===== src/ascr_pkg.sv =====
// Overview of operation
// - x16 factor: low pulses shorter than 7 receiver clocks are ignored, no assembly.
// - x64 factor: low pulses shorter than 31 receiver clocks are discarded as spurious.
// - x16 factor: a low of 9 to 16 receiver clocks is a valid start bit.
// - x64 factor: a low of 33 to 64 receiver clocks is a genuine start bit.
// - break ending between last data bit and parity sets parity error, no ready.
// - that parity error stays set through the next normal character.
// - break ending elsewhere sets no parity error and raises no ready.
// - a genuine parity mismatch sets the parity error and raises ready.
// - ready rises within 26 main clocks of the final bit centre.
package ascr_pkg;
    // register byte offsets
    localparam logic [11:0] OFS_DATA     = 12'h000;
    localparam logic [11:0] OFS_CTRL     = 12'h004;
    localparam logic [11:0] OFS_STATUS   = 12'h008;
    localparam logic [11:0] OFS_CMD      = 12'h00c;
    localparam logic [11:0] OFS_IRQ_STAT = 12'h010;
    localparam logic [11:0] OFS_IRQ_MASK = 12'h014;
    // control fields
    localparam int CTRL_EN_BIT   = 0;
    localparam int CTRL_X64_BIT  = 1;
    localparam int CTRL_LEN_LSB  = 2;
    localparam int CTRL_PEN_BIT  = 4;
    localparam int CTRL_EVEN_BIT = 5;
    localparam int CTRL_W        = 6;
    localparam logic [5:0] CTRL_RESET = 6'h00;
    // command fields
    localparam int CMD_ERR_RST_BIT = 0;
    // status fields
    localparam int STAT_AVAIL_BIT = 0;
    localparam int STAT_PERR_BIT  = 1;
    localparam int STAT_OERR_BIT  = 2;
    localparam int STAT_FERR_BIT  = 3;
    localparam int STAT_BRK_BIT   = 4;
    // interrupt event bits
    localparam int IRQ_CHAR_BIT = 0;
    localparam int IRQ_PERR_BIT = 1;
    localparam int IRQ_FERR_BIT = 2;
    localparam int IRQ_OERR_BIT = 3;
    localparam int IRQ_N        = 4;
    localparam logic [3:0] IRQ_MASK_RESET = 4'h0;
    // baud factors and start qualification points, in receiver clocks
    localparam logic [6:0] X16_FACTOR = 7'h10;
    localparam logic [6:0] X64_FACTOR = 7'h40;
    localparam logic [6:0] X16_ACCEPT = 7'h09;
    localparam logic [6:0] X64_ACCEPT = 7'h21;
    // latency bounds in main clock cycles
    localparam int RDY_MAX_CYC    = 26;
    localparam int STATUS_LAG_CYC = 28;

    typedef enum logic [2:0] {
        ASCR_IDLE  = 3'b000,
        ASCR_START = 3'b001,
        ASCR_DATA  = 3'b010,
        ASCR_PAR   = 3'b011,
        ASCR_STOP  = 3'b100
    } ascr_state_t;
endpackage


===== src/ascr_rx_qualifier.sv =====
`timescale 1ns/1ps
module ascr_rx_qualifier #(
    parameter int ADDR_W = 12
) (
    input  wire logic              pclk,
    input  wire logic              presetn,
    input  wire logic              psel,
    input  wire logic              penable,
    input  wire logic              pwrite,
    input  wire logic [ADDR_W-1:0] paddr,
    input  wire logic [31:0]       pwdata,
    output logic      [31:0]       prdata,
    output logic                   pready,
    output logic                   pslverr,
    input  wire logic              serial_in,
    input  wire logic              rx_bit_clock,
    output logic                   rx_char_available,
    output logic                   irq
);
    // mask of valid data bits for a 5..8 bit character
    function automatic logic [7:0] len_mask(input logic [1:0] len);
        case (len)
            2'h0:    len_mask = 8'h1f;
            2'h1:    len_mask = 8'h3f;
            2'h2:    len_mask = 8'h7f;
            default: len_mask = 8'hff;
        endcase
    endfunction

    logic [1:0]  pin_s;
    logic        rxd;
    logic        rxc_s;
    logic        rxc_d_reg;
    logic        rxc_d_next;
    logic        tick;

    // both pins come from outside the clock domain
    ascr_sync2 #(.WIDTH(2)) u_sync (
        .pclk    (pclk),
        .presetn (presetn),
        .d       ({rx_bit_clock, serial_in}),
        .q       (pin_s)
    );
    assign rxd   = pin_s[0];
    assign rxc_s = pin_s[1];

    // receiver clock rising edge becomes a one-cycle enable
    always_comb begin
        rxc_d_next = rxc_s;
        tick       = rxc_s & ~rxc_d_reg;
    end

    always_ff @(posedge pclk or negedge presetn) begin
        if (!presetn) begin
            rxc_d_reg <= 1'b1;
        end else begin
            rxc_d_reg <= rxc_d_next;
        end
    end

    // control register fields
    logic [ascr_pkg::CTRL_W-1:0] ctrl_reg;
    logic [ascr_pkg::CTRL_W-1:0] ctrl_next;
    logic       en;
    logic       x64;
    logic [1:0] clen;
    logic       pen;
    logic       peven;
    logic [6:0] factor;
    logic [6:0] accept;
    logic [2:0] last_idx;

    always_comb begin
        en       = ctrl_reg[ascr_pkg::CTRL_EN_BIT];
        x64      = ctrl_reg[ascr_pkg::CTRL_X64_BIT];
        clen     = ctrl_reg[ascr_pkg::CTRL_LEN_LSB +: 2];
        pen      = ctrl_reg[ascr_pkg::CTRL_PEN_BIT];
        peven    = ctrl_reg[ascr_pkg::CTRL_EVEN_BIT];
        factor   = x64 ? ascr_pkg::X64_FACTOR : ascr_pkg::X16_FACTOR;
        accept   = x64 ? ascr_pkg::X64_ACCEPT : ascr_pkg::X16_ACCEPT;
        last_idx = 3'h4 + {1'b0, clen};
    end

    // receiver state
    ascr_pkg::ascr_state_t st_reg, st_next;
    logic [6:0] ph_reg, ph_next;
    logic [6:0] bcnt_reg, bcnt_next;
    logic [2:0] bidx_reg, bidx_next;
    logic [7:0] sh_reg, sh_next;
    logic       par_reg, par_next;
    logic       zeros_reg, zeros_next;
    logic       brk_reg, brk_next;
    logic       centre;
    logic       load;
    logic       ev_char;
    logic       ev_perr;
    logic       ev_ferr;
    logic       ev_oerr;
    logic       mismatch;
    logic       rd_data;
    logic       avail_reg;

    // frame sequencer, advanced on receiver clock edges, forced to idle in any cycle while disabled
    always_comb begin
        st_next    = st_reg;
        ph_next    = ph_reg;
        bcnt_next  = bcnt_reg;
        bidx_next  = bidx_reg;
        sh_next    = sh_reg;
        par_next   = par_reg;
        zeros_next = zeros_reg;
        brk_next   = brk_reg;
        load       = 1'b0;
        ev_char    = 1'b0;
        ev_perr    = 1'b0;
        ev_ferr    = 1'b0;
        ev_oerr    = 1'b0;
        centre     = (bcnt_reg == factor - 7'h01);
        mismatch   = (^(sh_reg & len_mask(clen))) ^ par_reg ^ ~peven;
        if (!en) begin
            st_next  = ascr_pkg::ASCR_IDLE;
            brk_next = 1'b0;
        end else if (tick) begin
            if (st_reg != ascr_pkg::ASCR_IDLE && st_reg != ascr_pkg::ASCR_START) begin
                bcnt_next = centre ? 7'h00 : bcnt_reg + 7'h01;
            end
            case (st_reg)
                ascr_pkg::ASCR_IDLE: begin
                    if (!rxd) begin
                        ph_next = 7'h01;
                        st_next = ascr_pkg::ASCR_START;
                    end else begin
                        brk_next = 1'b0; // line high again ends any break
                    end
                end
                ascr_pkg::ASCR_START: begin
                    if (rxd) begin
                        st_next = ascr_pkg::ASCR_IDLE;
                    end else if (ph_reg + 7'h01 == accept) begin
                        // accept point sits one clock past the start centre
                        st_next    = ascr_pkg::ASCR_DATA;
                        bcnt_next  = accept - (factor >> 1);
                        bidx_next  = 3'h0;
                        zeros_next = 1'b1;
                    end else begin
                        ph_next = ph_reg + 7'h01;
                    end
                end
                ascr_pkg::ASCR_DATA: begin
                    if (centre) begin
                        sh_next[bidx_reg] = rxd;
                        zeros_next        = zeros_reg & ~rxd;
                        if (bidx_reg == last_idx) begin
                            st_next = pen ? ascr_pkg::ASCR_PAR : ascr_pkg::ASCR_STOP;
                        end else begin
                            bidx_next = bidx_reg + 3'h1;
                        end
                    end
                end
                ascr_pkg::ASCR_PAR: begin
                    if (centre) begin
                        par_next   = rxd;
                        zeros_next = zeros_reg & ~rxd;
                        if (brk_reg && zeros_reg && rxd) begin
                            // break released just before parity: flag only
                            ev_perr  = 1'b1;
                            brk_next = 1'b0;
                            st_next  = ascr_pkg::ASCR_IDLE;
                        end else begin
                            st_next = ascr_pkg::ASCR_STOP;
                        end
                    end
                end
                ascr_pkg::ASCR_STOP: begin
                    if (centre) begin
                        st_next = ascr_pkg::ASCR_IDLE;
                        if (brk_reg) begin
                            brk_next = zeros_reg & ~rxd;
                        end else if (zeros_reg && !rxd) begin
                            brk_next = 1'b1;
                        end else begin
                            load    = 1'b1;
                            ev_char = 1'b1;
                            ev_perr = pen & mismatch;
                            ev_ferr = ~rxd;
                            ev_oerr = avail_reg & ~rd_data;
                        end
                    end
                end
                default: st_next = ascr_pkg::ASCR_IDLE;
            endcase
        end
    end

    always_ff @(posedge pclk or negedge presetn) begin
        if (!presetn) begin
            st_reg    <= ascr_pkg::ASCR_IDLE;
            ph_reg    <= 7'h00;
            bcnt_reg  <= 7'h00;
            bidx_reg  <= 3'h0;
            sh_reg    <= 8'h00;
            par_reg   <= 1'b0;
            zeros_reg <= 1'b0;
            brk_reg   <= 1'b0;
        end else begin
            st_reg    <= st_next;
            ph_reg    <= ph_next;
            bcnt_reg  <= bcnt_next;
            bidx_reg  <= bidx_next;
            sh_reg    <= sh_next;
            par_reg   <= par_next;
            zeros_reg <= zeros_next;
            brk_reg   <= brk_next;
        end
    end

    // apb decode
    logic        acc;
    logic        wr;
    logic        err_rst;
    logic        hit;
    logic [11:0] a;
    logic [31:0] rd_val;
    logic [31:0] prdata_next;
    logic [7:0]  data_reg, data_next;
    logic        avail_next;
    logic        perr_reg, perr_next;
    logic        ferr_reg, ferr_next;
    logic        oerr_reg, oerr_next;
    logic [ascr_pkg::IRQ_N-1:0] irq_stat;
    logic [ascr_pkg::IRQ_N-1:0] irq_mask;

    always_comb begin
        a       = 12'(paddr);
        acc     = psel & penable;
        wr      = acc & pwrite;
        hit     = 1'b1;
        rd_val  = 32'h0000_0000;
        if (a == ascr_pkg::OFS_DATA) begin
            rd_val = {24'h00_0000, data_reg};
        end else if (a == ascr_pkg::OFS_CTRL) begin
            rd_val = {26'h000_0000, ctrl_reg};
        end else if (a == ascr_pkg::OFS_STATUS) begin
            rd_val = {27'h000_0000, brk_reg, ferr_reg, oerr_reg, perr_reg, avail_reg};
        end else if (a == ascr_pkg::OFS_CMD) begin
            rd_val = 32'h0000_0000;
        end else if (a == ascr_pkg::OFS_IRQ_STAT) begin
            rd_val = {28'h000_0000, irq_stat};
        end else if (a == ascr_pkg::OFS_IRQ_MASK) begin
            rd_val = {28'h000_0000, irq_mask};
        end else begin
            hit = 1'b0;
        end
        // read data is captured in the setup cycle so prdata is a flop
        prdata_next = (psel & ~penable & ~pwrite) ? rd_val : prdata;
        rd_data     = acc & ~pwrite & (a == ascr_pkg::OFS_DATA);
        err_rst     = wr & (a == ascr_pkg::OFS_CMD) & pwdata[ascr_pkg::CMD_ERR_RST_BIT];
        ctrl_next   = (wr && a == ascr_pkg::OFS_CTRL) ? pwdata[ascr_pkg::CTRL_W-1:0] : ctrl_reg;
    end

    assign pready  = 1'b1;
    assign pslverr = acc & ~hit;

    // received byte and error flags; a setting event wins over a clear
    always_comb begin
        data_next  = load ? (sh_reg & len_mask(clen)) : data_reg;
        avail_next = (avail_reg & ~rd_data) | load;
        perr_next  = (perr_reg & ~err_rst) | ev_perr;
        ferr_next  = (ferr_reg & ~err_rst) | ev_ferr;
        oerr_next  = (oerr_reg & ~err_rst) | ev_oerr;
    end

    always_ff @(posedge pclk or negedge presetn) begin
        if (!presetn) begin
            ctrl_reg  <= ascr_pkg::CTRL_RESET;
            prdata    <= 32'h0000_0000;
            data_reg  <= 8'h00;
            avail_reg <= 1'b0;
            perr_reg  <= 1'b0;
            ferr_reg  <= 1'b0;
            oerr_reg  <= 1'b0;
        end else begin
            ctrl_reg  <= ctrl_next;
            prdata    <= prdata_next;
            data_reg  <= data_next;
            avail_reg <= avail_next;
            perr_reg  <= perr_next;
            ferr_reg  <= ferr_next;
            oerr_reg  <= oerr_next;
        end
    end

    assign rx_char_available = avail_reg;

    ascr_irq #(.N(ascr_pkg::IRQ_N)) u_irq (
        .pclk       (pclk),
        .presetn    (presetn),
        .ev_set     ({ev_oerr, ev_ferr, ev_perr, ev_char}),
        .stat_wr    (wr && a == ascr_pkg::OFS_IRQ_STAT),
        .stat_w1c   (pwdata[ascr_pkg::IRQ_N-1:0]),
        .mask_wr    (wr && a == ascr_pkg::OFS_IRQ_MASK),
        .mask_wdata (pwdata[ascr_pkg::IRQ_N-1:0]),
        .stat_reg   (irq_stat),
        .mask_reg   (irq_mask),
        .irq        (irq)
    );
endmodule // ascr_rx_qualifier


===== src/ascr_sync2.sv =====
`timescale 1ns/1ps
module ascr_sync2 #(
    parameter int WIDTH = 1
) (
    input  wire logic             pclk,
    input  wire logic             presetn,
    input  wire logic [WIDTH-1:0] d,
    output logic      [WIDTH-1:0] q
);
    logic [WIDTH-1:0] meta_reg;
    logic [WIDTH-1:0] meta_next;
    logic [WIDTH-1:0] q_next;

    // first stage feeds only the second stage
    always_comb begin
        meta_next = d;
        q_next    = meta_reg;
    end

    // idle line is high, so both stages reset to ones
    always_ff @(posedge pclk or negedge presetn) begin
        if (!presetn) begin
            meta_reg <= '1;
            q        <= '1;
        end else begin
            meta_reg <= meta_next;
            q        <= q_next;
        end
    end
endmodule // ascr_sync2


===== src/ascr_irq.sv =====
`timescale 1ns/1ps
module ascr_irq #(
    parameter int N = 4
) (
    input  wire logic         pclk,
    input  wire logic         presetn,
    input  wire logic [N-1:0] ev_set,
    input  wire logic         stat_wr,
    input  wire logic [N-1:0] stat_w1c,
    input  wire logic         mask_wr,
    input  wire logic [N-1:0] mask_wdata,
    output logic      [N-1:0] stat_reg,
    output logic      [N-1:0] mask_reg,
    output logic              irq
);
    logic [N-1:0] stat_next;
    logic [N-1:0] mask_next;

    // write-one-to-clear; an event in the clearing cycle wins
    always_comb begin
        stat_next = stat_reg;
        if (stat_wr) begin
            stat_next = stat_next & ~stat_w1c;
        end
        stat_next = stat_next | ev_set;
        mask_next = mask_wr ? mask_wdata : mask_reg;
    end

    always_ff @(posedge pclk or negedge presetn) begin
        if (!presetn) begin
            stat_reg <= '0;
            mask_reg <= '0;
        end else begin
            stat_reg <= stat_next;
            mask_reg <= mask_next;
        end
    end

    // level output, high while any unmasked event is pending
    assign irq = |(stat_reg & mask_reg);
endmodule // ascr_irq


===== config.mk =====
export PLATFORM = sky130hd
export DESIGN_NAME = ascr_rx_qualifier
export DESIGN_NICKNAME = d
export VERILOG_FILES = /design/src/ascr_pkg.sv /design/src/ascr_rx_qualifier.sv /design/src/ascr_sync2.sv /design/src/ascr_irq.sv
export SDC_FILE = /design/constraint.sdc
export NUM_CORES = 1
export LEC_CHECK = 0
export BUFFER_PORTS_ARGS = -buffer_cell sky130_fd_sc_hd__buf_2
export CORE_UTILIZATION = 50
export CTS_BUF_LIST = sky130_fd_sc_hd__clkbuf_8
export DETAILED_ROUTE_END_ITERATION = 8
export GPL_ROUTABILITY_DRIVEN = 0
export GPL_TIMING_DRIVEN = 0
export PLACE_DENSITY = 0.79
export SLEW_MARGIN = 20
export SYNTH_ARGS = -nofsm -noshare
export SYNTH_HDL_FRONTEND = slang
export SYNTH_SLANG_ARGS = --single-unit

===== constraint.sdc =====
create_clock -name pclk -period 4.9 [get_ports pclk]
set_clock_uncertainty 0.15 [all_clocks]
set_input_delay 0.245 -clock pclk [delete_from_list [all_inputs] [get_ports pclk]]
set_output_delay 0.245 -clock pclk [all_outputs]
set_load 0.005 [all_outputs]

Word-level counts from Yosys, hierarchy flattened
Index checks and enable logic that the tools add are counted.
Storage, ports and cells
  register bits after elaboration: 94
  latch bits: 0
  bits in writable memories: 0
  memory bits (read-only): 0
  input bits: 51
  output and inout port bits: 36
  word-level logic and storage cells: 206
  memories kept: 0
Cells by class
  add/subtract/negate cells: 6
  $mul: 0
  divide/modulo/power cells: 0
  order comparisons: 2
  equality and inequality tests: 32
  shift operators: 0
  multiplexer cells: 84
  bitwise operators: 35
  reduce and logical (&&, ||, !) cells: 27
Operators with widths (number)
  7-bit two-way mux: 9
  3-bit two-way mux: 15
  1-bit two-way mux: 43
  12-bit by 4-bit equality test with 1-bit output (second input constant): 2
  12-bit by 5-bit equality test with 1-bit output (second input constant): 2
  8-bit case mux with 3 select lines: 1
  3-bit != test (second input constant): 6
  6-bit AND reduction: 3
  1-bit AND: 16
  4-bit two-way mux: 4
  3-bit case mux with 5 select lines: 1
  7-bit by 1-bit adder with 7-bit output (second input constant): 2
  2-bit != test (second input constant): 7
  7-bit case mux with 2 select lines: 1
  7-bit AND reduction: 2
  12-bit by 3-bit equality test with 1-bit output (second input constant): 1
  12-bit zero test: 1
  6-bit two-way mux: 2
  4-bit AND: 2
  8-bit AND: 1
  8-bit bitwise mux: 1
  1-bit logical AND: 8
  8-bit two-way mux: 1
  1-bit NOT: 8
  38 further kinds: 47

Longest topological paths before layout
Gate-level depths: netlist (run 1).
  word-level depth: 14
  depth in mapped cells: 7
  mapped depth without buffers: 7

Modules after synthesis
A second synthesis (run 1) with hierarchy kept.
Unflattened totals
  cells, all modules: 438
  area total of the unflattened synthesis: 4016.4 um2
Modules (own cells, without submodules)
  ascr_rx_qualifier: instances 1, cells an instance 411, area an instance 3602.2 um2, sequential area each 1452.6 um2
  ascr_irq: instances 1, cells an instance 23, area an instance 309.0 um2, sequential area each 200.2 um2
  ascr_sync2: instances 1, cells an instance 4, area an instance 105.1 um2, sequential area each 105.1 um2

Worst setup path after synthesis (run 1)
Ideal clock, no wire load.
  kind: register to register
  start point: register ph_reg[0]
  end point: register bcnt_reg[1]
  library setup time: 0.122 ns
  arrival time: 1.909 ns
  required time: 4.628 ns
  slack: 2.720 ns
  stages on the path, launching flop included: 8
  path buffers: 0
  clock period less this slack: 2.180 ns
  cells stage by stage: dfrtp_1 -> ha_1 -> nand3_1 -> o21a_1 -> a2111oi_4 -> and3_4 -> o21ai_2 -> a32o_1
Between the ends
  word-level cells in the longest chain between the ends: 5
Ends and longest elaborated chain
  start, declared: RTL line ascr_rx_qualifier.sv:86  | logic [6:0] ph_reg, ph_next;
  start signal, assigned: RTL line ascr_rx_qualifier.sv:207  | ph_reg <= ph_next;
  7-bit by 1-bit adder with 7-bit output: RTL line ascr_rx_qualifier.sv:139  | end else if (ph_reg + 7'h01 == accept) begin
  7-bit by 6-bit equality test with 1-bit output: RTL line ascr_rx_qualifier.sv:139
  7-bit two-way mux: RTL line ascr_rx_qualifier.sv:139
  7-bit two-way mux: RTL line ascr_rx_qualifier.sv:137  | if (rxd) begin
  7-bit two-way mux: RTL line ascr_rx_qualifier.sv:127  | case (st_reg)
  end signal, assigned: RTL line ascr_rx_qualifier.sv:208  | bcnt_reg <= bcnt_next;
  end, declared: RTL line ascr_rx_qualifier.sv:87  | logic [6:0] bcnt_reg, bcnt_next;
No other way between the ends.
A chain may end at the register's enable or synchronous reset.

Final worst setup path (run 1)
  start point: register ph_reg[0]
  end point: register bidx_reg[1]
Between the ends
  word-level cells in the longest chain between the ends: 4
Ends and longest elaborated chain
  7-bit by 1-bit adder with 7-bit output: RTL line ascr_rx_qualifier.sv:139
  7-bit by 6-bit equality test with 1-bit output: RTL line ascr_rx_qualifier.sv:139
  2-bit != test (no line)
  7-bit AND reduction (no line)
  end signal, assigned: RTL line ascr_rx_qualifier.sv:209  | bidx_reg <= bidx_next;
  end, declared: RTL line ascr_rx_qualifier.sv:88  | logic [2:0] bidx_reg, bidx_next;
No other way between the ends.

==> out/summary.txt, run 1 <==
outcome: finished clean
GRT Resource Usage Total: 21.85%
Cell Rows: 32
CTS tree: built
DR vias: 3344
max frequency: 395.1 MHz
vias in the first global route: 3039
leakage: 2.222 nW
worst vdd rail ir drop: 0.1459 mV
Net count, final: 561
Critical Setup Path Class: reg2reg
Worst Hold Class: in2reg
Seq/Total Area, Yosys: 44.27%
core footprint: 0.007687 mm2
die area: 0.008303 mm2
Core Util, Final: 60.92%
Post CTS Setup Buffer Count: 0
Mapped Area: 0.003971 mm2
Iteration-0 DRC Markers: 229
fin crit share: 51.66%
CTS Buf Count: 9
Final Hold Viols: 0
GRT overflow: 0
Worst setup EP type: flop
# DRC: 0
fillers: 651
I/O pin total: 87
Post-Route WL: 8535 um
largest net degree at the start of global routing: 48
Rel. slew slack: 39.41%
DR vias/cell: 5.455
Primary FF master, synth: dfrtp_1
Worst R2R End: bidx_reg[1]
Clock Path Buffers: 2
DIE HEIGHT: 91.12 um
antenna violations before repair: 0
WL met3: 513 um
worst r2r src: ph_reg[0]
Max Cap Violations: 0
fin cells: 613
DRT Pass-1 Iters: 5
Sink Count: 70
minimum clock period: 2531 ps
Req. time, crit path: 5030 ps
diode count: 0
clk_lat worst skew: 360 ps
R2R Setup Slk: 2370 ps
Syn Inst Count: 429
DP HPWL: 6293 um
Tightest Pin Transition: 906.8 ps
layout cells sized above 1: 23.87%
syn avg cell area: 9.257 um2
YS warnings: 0
htree depth: 3
Pwr Total: 1.195 mW
clk slew on worst S/H paths: 80 ps
routed wire length on met2: 4116 um
Final ANT Viol Nets: 0
PortBufs: 35
Post-CTS Hold Fix Bufs: 7
Root Driver: clkbuf_8
met1 WL: 3771 um
CP endpoint: bidx_reg[1]
R2R cell count: 7
cell area power density: 255.2 mW/mm2
Top Metal Used: met4
asr flop ratio synth: 100.0%
Setup crit start: ph_reg[0]
final max-slew violation count: 0
Setup TNS Final: 0 ps
EDFF count, synth: 0
Starting Density: 51.66%
RSZ-0062 raised after global routing: false
Area Overhead vs Synth: 17.93%
die span in x: 91.12 um
# placed instances: 590
Synth cell types: 58
per-cell routed wire length: 13.92 um
most frequent cells in the layout: nand2_1 (73), dfrtp_1 (65), buf_2 (36)
Arrival @ worst endpoint: 2660 ps
post-CTS sizing: 0
leading cell type in the layout, fill and taps excluded: nand2_1
Critical Path Fanout Max: 7
CP startpoint kind: flop
Yosys reg bits: 70
first-pass GRT wire length: 14210 um
Setup Viol. Count Final: 0
[worst max-delay path: stages, from the launching register on]
cell	delay [ps]
dfrtp_1	480
ha_1	250
nand3_1	160
o21a_1	260
a2111oi_4	490
nand3_2	250
a21oi_4	220
mux2i_1	210
[worst min path at each step]
stage | startpoint | endpoint | depth (start not counted)
5_1_grt | pwdata[0] | u_irq.mask_reg[0] | 2
6_report | pwdata[0] | ctrl_reg[0] | 2
2_1_floorplan | presetn | bcnt_reg[0] | 0
4_1_cts | pwdata[0] | ctrl_reg[0] | 2
3_5_place_dp | presetn | ph_reg[4] | 1
3_3_place_gp | u_sync.meta_reg[1] | u_sync.q[1] | 0
[cell usage after synthesis, types with 9 or more instances]
| cell | instances | area (um2) |
|---|---|---|
| nor2_1 | 21 | 78.83 |
| a21oi_1 | 23 | 115.1 |
| mux2_2 | 19 | 214.0 |
| nand2_1 | 73 | 274.0 |
| nand3_1 | 28 | 140.1 |
| dfrtp_1 | 65 | 1627 |
| nor3_1 | 12 | 60.06 |
| buf_4 | 25 | 187.7 |
| o21ai_0 | 19 | 95.09 |
| clkbuf_1 | 9 | 33.78 |
| xnor2_1 | 11 | 96.34 |
| inv_1 | 10 | 37.54 |
[layer usage]
metal  track usage (%)  vias up
li1                  -     1624
met1             27.94     1572
met2             35.67      136
met3             4.439       12
met4             10.05        0
met5                 0        -
[through the flow]
| step | hold slack [ps] | setup WS [ps] | cell area, um2 |
|---|---|---|---|
| after global placement | 195.7 | 2500 | 4360 |
| after global routing | 13.69 | 2173 | 4683 |
| after CTS | 5.933 | 2350 | 4683 |
| after floorplan | -200.6 | 2720 | 4058 |
| final | 27.95 | 2369 | 4683 |
| after detailed placement | 17.85 | 2383 | 4390 |
[cells by family (layout without fill, tap and decap cells)]
| family | count (synthesis) | count (layout) | synth area share [%] |
|---|---|---|---|
| AOI/OAI and AO/OA | 91 | 91 | 15.50 |
| xor gates and xnor gates | 13 | 13 | 2.867 |
| adders and majority gates | 4 | 4 | 1.260 |
| buffers and inverters | 50 | 109 | 7.782 |
| DFF | 70 | 70 | 44.27 |
| muxes | 27 | 27 | 7.404 |
| other | 2 | 25 | 0.1891 |
| and+or+nand+nor | 172 | 172 | 20.73 |
[power breakdown]
part,switching [mW],internal [mW],leakage (nW)
Combinational,0.0412,0.0381,1.18
Clock,0.224,0.299,0.114
Sequential,0.00524,0.586,0.932
[layout make-up]
cell class              count  area, um2  area share [%]
flip-flops and latches     70       1758           37.54
clock buffers              10      137.6           2.939
multi-input cells         332       1991           42.51
clock inverters             6      85.08           1.817
repair buffers             43      275.3           5.878
well taps                 102      127.6           2.725
inverters                  10      37.54          0.8015
plain buffers              40      271.5           5.797
No activity file was read; power rests on OpenSTA's default activity.
==> inputs of run 2 (changes only) <==
--- a/config.mk
+++ b/config.mk
@@ -5,13 +5,14 @@
 export SDC_FILE = /design/constraint.sdc
 export NUM_CORES = 1
 export LEC_CHECK = 0
+export ABC_AREA = 1
 export BUFFER_PORTS_ARGS = -buffer_cell sky130_fd_sc_hd__buf_2
 export CORE_UTILIZATION = 50
 export CTS_BUF_LIST = sky130_fd_sc_hd__clkbuf_8
 export DETAILED_ROUTE_END_ITERATION = 8
 export GPL_ROUTABILITY_DRIVEN = 0
 export GPL_TIMING_DRIVEN = 0
-export PLACE_DENSITY = 0.79
+export PLACE_DENSITY = 0.82
 export SLEW_MARGIN = 20
 export SYNTH_ARGS = -nofsm -noshare
 export SYNTH_HDL_FRONTEND = slang
==> constraint.sdc (replaced) <==
create_clock -name pclk -period 2.3 [get_ports pclk]
set_clock_uncertainty 0.15 [all_clocks]
set_input_delay 0.115 -clock pclk [delete_from_list [all_inputs] [get_ports pclk]]
set_output_delay 0.115 -clock pclk [all_outputs]
set_load 0.005 [all_outputs]
==> out/summary.txt, run 2 <==
outcome: finished clean
CP startpoint kind: flop
cell area power density: 514.6 mW/mm2 (+100%)
Iteration-0 DRC Markers: 147 (-36%)
max frequency: 490.1 MHz (+24%)
die area: 0.008674 mm2 (+4.5%)
Synth cell types: 41 (-29%)
Mapped Area: 0.004153 mm2 (+4.6%)
most frequent cells in the layout: nand2_1 (158), dfrtp_1 (65), inv_1 (54)
hold path depth: 4 (+2)
hold worst-path end: perr_reg
Cell Rows: 32 (unchanged)
DIE HEIGHT: 93.14 um (+2.2%)
layout cells sized above 1: 20.54% (-3.3 points)
worst r2r src: ph_reg[0]
antenna violations before repair: 0 (unchanged)
Critical Setup Path Class: reg2reg
commonest cells in the netlist: nand2_1 (158), dfrtp_1 (65), inv_1 (54)
minimum hold slack: 46.52 ps (+18.57 ps)
Starting Density: 52.65% (+0.99 points)
DR vias: 3751 (+12%)
# placed instances: 706 (+20%)
die span in x: 93.14 um (+2.2%)
worst vdd rail ir drop: 0.2685 mV (+84%)
fillers: 709 (+8.9%)
Post-Route WL: 9322 um (+9.2%)
CTS tree: built
most common cell in the netlist: nand2_1
Max Cap Violations: 0 (unchanged)
DR vias/cell: 5.103 (-6.4%)
clk_lat worst skew: 350 ps (about the same)
R2R Setup Slk: 260 ps (-2110 ps)
fin crit share: 88.70% (+37 points)
Net count, final: 683 (+22%)
leading cell type in the layout, fill and taps excluded: nand2_1
diode count: 0 (unchanged)
post-CTS sizing: 0 (unchanged)
Slowest-stage cell, CP: dfrtp_1
largest cells by area after synthesis: dfrtp_1 (39%), nand2_1 (14%), nand3_1 (6.4%), buf_4 (4.9%), inv_1 (4.9%)
cell accounting for the most synthesized area: dfrtp_1
final setup margin: 259.8 ps (-2109 ps)
final max-slew violation count: 0 (unchanged)
YS warnings: 0 (unchanged)
minimum clock period: 2040 ps (-491.1 ps)
Setup Viol. Count Final: 0 (unchanged)
Root Driver: clkbuf_8
critical path, cell by cell: ha_1, inv_1, nand2_1, a21boi_1, nand2_1, a21oi_2, nand3_4, nand2_4, nand2_2, o21ai_1, inv_1
DP HPWL: 6924 um (+10%)
Syn Inst Count: 545 (+27%)
GRT Resource Usage Total: 24.02% (+2.2 points)
worst hold start: paddr[2]
Worst Hold Class: in2reg
clk slew on worst S/H paths: 80 ps (about the same)
GRT overflow: 0 (unchanged)
Seq/Total Area, Yosys: 42.33% (-1.9 points)
RSZ-0062 raised after global routing: false
largest net degree at the start of global routing: 39 (-19%)
Worst setup EP type: flop
CTS Buf Count: 9 (unchanged)
Tightest Pin Transition: 513.9 ps (-392.9 ps)
Yosys reg bits: 70 (unchanged)
first-pass GRT wire length: 16370 um (+15%)
# DRC: 0 (unchanged)
Rel. slew slack: 65.74% (+26 points)
syn avg cell area: 7.620 um2 (-18%)
EDFF count, synth: 0 (unchanged)
Slowest Stage Delay on Critical Path: 460 ps (-30 ps)
asr flop ratio synth: 100.0% (unchanged)
Final ANT Viol Nets: 0 (unchanged)
htree depth: 3 (unchanged)
Pwr Total: 2.534 mW (+110%)
top-area cell type share of the netlist area: 39.17% (-1.8 points)
Area Overhead vs Synth: 18.59%
Clock Path Buffers: 2 (unchanged)
vias in the first global route: 3634 (+20%)
dpl ws: 282.2 ps (-2101 ps)
core footprint: 0.007888 mm2 (+2.6%)
Critical Path Fanout Max: 7 (unchanged)
PortBufs: 35 (unchanged)
Primary FF master, synth: dfrtp_1
DRT Pass-1 Iters: 5 (unchanged)
Worst R2R End: bidx_reg[0]
Arrival @ worst endpoint: 2130 ps (-530 ps)
I/O pin total: 87 (unchanged)
per-cell routed wire length: 12.68 um (-8.9%)
Req. time, crit path: 2390 ps (-2640 ps)
leakage: 2.563 nW (+15%)
Final Hold Viols: 0 (unchanged)
Setup TNS Final: 0 ps (unchanged)
R2R cell count: 11 (+4)
Sink Count: 70 (unchanged)
fin cells: 735 (+20%)
-- run 2: cell count changes in the layout (fill, tap and decap cells not counted), moves of 15 or more --
cell / before / now
mux2_2: 19 / 0
nand3_1: 28 / 53
inv_1: 11 / 54
a21oi_1: 23 / 8
o21ai_1: 5 / 29
nand2_1: 73 / 158
-- run 2: kinds of logic after synthesis --
kind of cell	Yosys count	synth area share, %
AOI/OAI and AO/OA	66	8.859
muxes	5	1.356
xor gates and xnor gates	12	2.531
buffers and inverters	97	11.33
adders and majority gates	4	1.205
DFF	70	42.33
other	2	0.1808
and+or+nand+nor	289	32.21
-- run 2: final cells by class --
type,instances,area [um2],share of cell area [%]
clock inverters,6,92.59,1.880
flip-flops and latches,70,1758,35.70
clock buffers,10,137.6,2.795
repair buffers,49,327.8,6.657
inverters,66,249.0,5.056
plain buffers,31,221.5,4.497
well taps,102,127.6,2.591
multi-input cells,401,2011,40.83
-- run 2: timing repair --
action                    in CTS  in global routing
buffers inserted               0                  0
hold buffers                  13                  0
hold endpoints to repair      82                  0
-- run 2: per-stage QoR --
stage	utilization (%)	cell area, um2
finish	62.44	4925
global route	62.44	4925
CTS	62.44	4925
detailed placement	57.87	4564
global placement	57.58	4542
floorplan	-	4239
-- run 2: per-layer routing --
metal,global-route usage (%),share of wire [%],vias to the layer above
met2,40.32,49,123
met1,29.90,43,1721
met4,11.54,3.1,0
met5,0,0,-
li1,-,-,1877
met3,4.309,5.1,30
-- run 2: power by group --
part / internal, mW / switching (mW)
combinational: 0.0676 / 0.0765
sequential: 1.24 / 0.00369
clock: 0.647 / 0.501
total: 1.95 / 0.581
-- run 2: worst max-delay path, delay by kind of cell (launching register included) --
kind	cells	cell delay (ps)
and+or+nand+nor	5	510
DFF	1	460
AOI/OAI and AO/OA	3	400
adders and majority gates	1	290
buffers and inverters	2	120
-- run 2: how the worst max path moves through the flow --
| stage | startpoint | to | cells after the start | slack (ps) |
|---|---|---|---|---|
| after floorplan | ph_reg[0] | bidx_reg[0] | 11 | 500 |
| after global placement | ph_reg[0] | bidx_reg[0] | 11 | 330 |
| after detailed placement | ph_reg[0] | bidx_reg[0] | 11 | 280 |
| after CTS | ph_reg[0] | bidx_reg[0] | 11 | 260 |
| after global routing | ph_reg[0] | ph_reg[2] | 10 | 60 |
| final | ph_reg[0] | bidx_reg[0] | 11 | 260 |
==> inputs of run 3 (changes only) <==
--- a/config.mk
+++ b/config.mk
@@ -12,7 +12,9 @@
 export DETAILED_ROUTE_END_ITERATION = 8
 export GPL_ROUTABILITY_DRIVEN = 0
 export GPL_TIMING_DRIVEN = 0
+export HOLD_SLACK_MARGIN = 0.1
 export PLACE_DENSITY = 0.82
+export REMOVE_ABC_BUFFERS = 1
 export SLEW_MARGIN = 20
 export SYNTH_ARGS = -nofsm -noshare
 export SYNTH_HDL_FRONTEND = slang
==> out/summary.txt, run 3 (same netlist as run 2, synthesis figures left out) <==
Final ANT Viol Nets: 0 (unchanged)
DP HPWL: 6488 um (-6.3%)
max frequency: 471.1 MHz (-3.9%)
Starting Density: 52.65% (unchanged)
power share of the sequential group: 52.7% (+3.7 points)
I/O pin total: 87 (unchanged)
Root Driver: clkbuf_8
Critical Setup Path Class: reg2reg
# DRC: 0 (unchanged)
Setup TNS Final: 0 ps (unchanged)
GRT overflow: 0 (unchanged)
Setup crit start: u_sync.q[1]
RSZ-0062 raised after global routing: false
minimum clock period: 2123 ps (+82.62 ps)
DP Area: 0.004350 mm2 (-4.7%)
layout cells sized above 1: 16.69% (-3.8 points)
Arrival @ worst endpoint: 2220 ps (+90 ps)
fin crit share: 92.30% (+3.6 points)
Pint: 1.786 mW (-8.6%)
Clock Path Buffers: 2 (unchanged)
diode count: 0 (unchanged)
PortBufs: 35 (unchanged)
Req. time, crit path: 2390 ps (about the same)
Tightest Pin Transition: 553.7 ps (+39.74 ps)
Sink Count: 70 (unchanged)
Critical Path Fanout Max: 15 (+8)
Slowest-stage cell, CP: dfstp_2
Crit path max-delay family: simple AND/OR/NAND/NOR gates
Setup Viol. Count Final: 0 (unchanged)
die area: 0.008674 mm2 (unchanged)
WP buf/inv: 1 (-1)
die span in x: 93.14 um (unchanged)
worst hold start: paddr[1]
final max-slew violation count: 0 (unchanged)
Worst setup EP type: flop
Rel. slew slack: 62.97% (-2.8 points)
antenna violations before repair: 0 (unchanged)
GRT Resource Usage Total: 22.45% (-1.6 points)
largest net degree at the start of global routing: 59 (+51%)
most frequent cells in the layout: nand2_1 (157), dfrtp_1 (65), inv_1 (54)
Final Hold Viols: 0 (unchanged)
clk_lat worst skew: 350 ps (about the same)
CTS tree: built
Post CTS Setup Buffer Count: 0 (unchanged)
vias in the first global route: 3560 (-2.0%)
NetSw: 0.5724 mW (-1.5%)
htree depth: 3 (unchanged)
CTS Buf Count: 9 (unchanged)
worst r2r src: u_sync.q[1]
leading cell type in the layout, fill and taps excluded: nand2_1
Iteration-0 DRC Markers: 246 (+67%)
Cell Rows: 32 (unchanged)
DIE HEIGHT: 93.14 um (unchanged)
outcome: finished clean
Post-Route WL: 9089 um (-2.5%)
first-pass GRT wire length: 15500 um (-5.3%)
DR vias/cell: 5.174 (+1.4%)
DR vias: 3658 (-2.5%)
Worst Hold Class: in2reg
leakage: 2.408 nW (-6.0%)
Clk network pwr share: 42.3% (-3.0 points)
cell area power density: 500.8 mW/mm2 (-2.7%)
per-cell routed wire length: 12.86 um (+1.4%)
Area Overhead vs Synth: 13.41%
Net count, final: 655 (-4.1%)
Slowest Stage Delay on Critical Path: 540 ps (+80 ps)
clk slew on worst S/H paths: 90 ps (about the same)
CP startpoint kind: flop
design area: 0.004710 mm2 (-4.4%)
critical path, cell by cell: inv_1, nor2_1, nand2_2, nor2_2, nand3_2, mux2_1
switching share of total power: 24.27% (+1.3 points)
Max Cap Violations: 0 (unchanged)
core footprint: 0.007888 mm2 (unchanged)
DRT Pass-1 Iters: 4 (-1)
worst vdd rail ir drop: 0.2981 mV (+11%)
logic gate share of total power: 5.0% (-0.7 points)
## run 3: worst paths after layout
| check | slack (ps) | endpoint | cells past startpoint |
|---|---|---|---|
| min in group asynchronous | 150 | ph_reg[3] | 3 |
| worst max register to register | 180 | data_reg[0] | 6 |
| max in group asynchronous | 910 | prdata[2] | 3 |
| worst min register to register | 210 | u_sync.q[1] | 0 |
| worst min-delay path | 140 | prdata[4] | 8 |
| worst max-delay path | 180 | data_reg[0] | 6 |
## run 3: worst register-to-register path, stage by stage, from the launching register on
cell and delay (ps):
dfstp_2 540, inv_1 30, nor2_1 150, nand2_2 210
nor2_2 230, nand3_2 290, mux2_1 410
## run 3: area by class of cell
class	count	area, um2
repair buffers	52	365.4
clock inverters	7	72.57
inverters	66	249.0
multi-input cells	401	2013
flip-flops and latches	70	1758
well taps	102	127.6
fillers	707	3178
clock buffers	9	123.9
## run 3: repair_timing
action | CTS | global route
resized for setup | 0 | 1
endpoints found under the hold margin | 98 | 0
hold buffers | 16 | 0
endpoints found under the setup margin | 0 | 7
## run 3: power by group through the flow
stage / Sequential [mW] / Combinational (mW) / Clock, mW
detailed placement: 1.27 / 0.0969 / 0
CTS: 1.24 / 0.118 / 1.01
global placement: 1.27 / 0.0887 / 0
global route: 1.24 / 0.134 / 1.06
floorplan: 1.27 / 0.0331 / 0
finish: 1.24 / 0.119 / 0.998
## run 3: routing by layer
layer,wire length (um),GRT usage (%)
met5,0,0
met4,246,11.28
met3,476,3.333
met2,4298,37.50
met1,4068,28.35
## run 3: metrics by stage
| stage | hold WS [ps] | utilization [%] | std cells | worst slack, ps | power, mW |
|---|---|---|---|---|---|
| after floorplan | -330.6 | - | 537 | 341.4 | 1.298 |
| after global placement | 70.61 | 54.77 | 674 | 63.39 | 1.354 |
| after detailed placement | -168.6 | 55.16 | 675 | 36.45 | 1.363 |
| after CTS | 123.1 | 59.68 | 707 | 27.16 | 2.370 |
| after global routing | 195.8 | 59.71 | 707 | 40.45 | 2.438 |
| final | 143.6 | 59.71 | 707 | 177.2 | 2.358 |
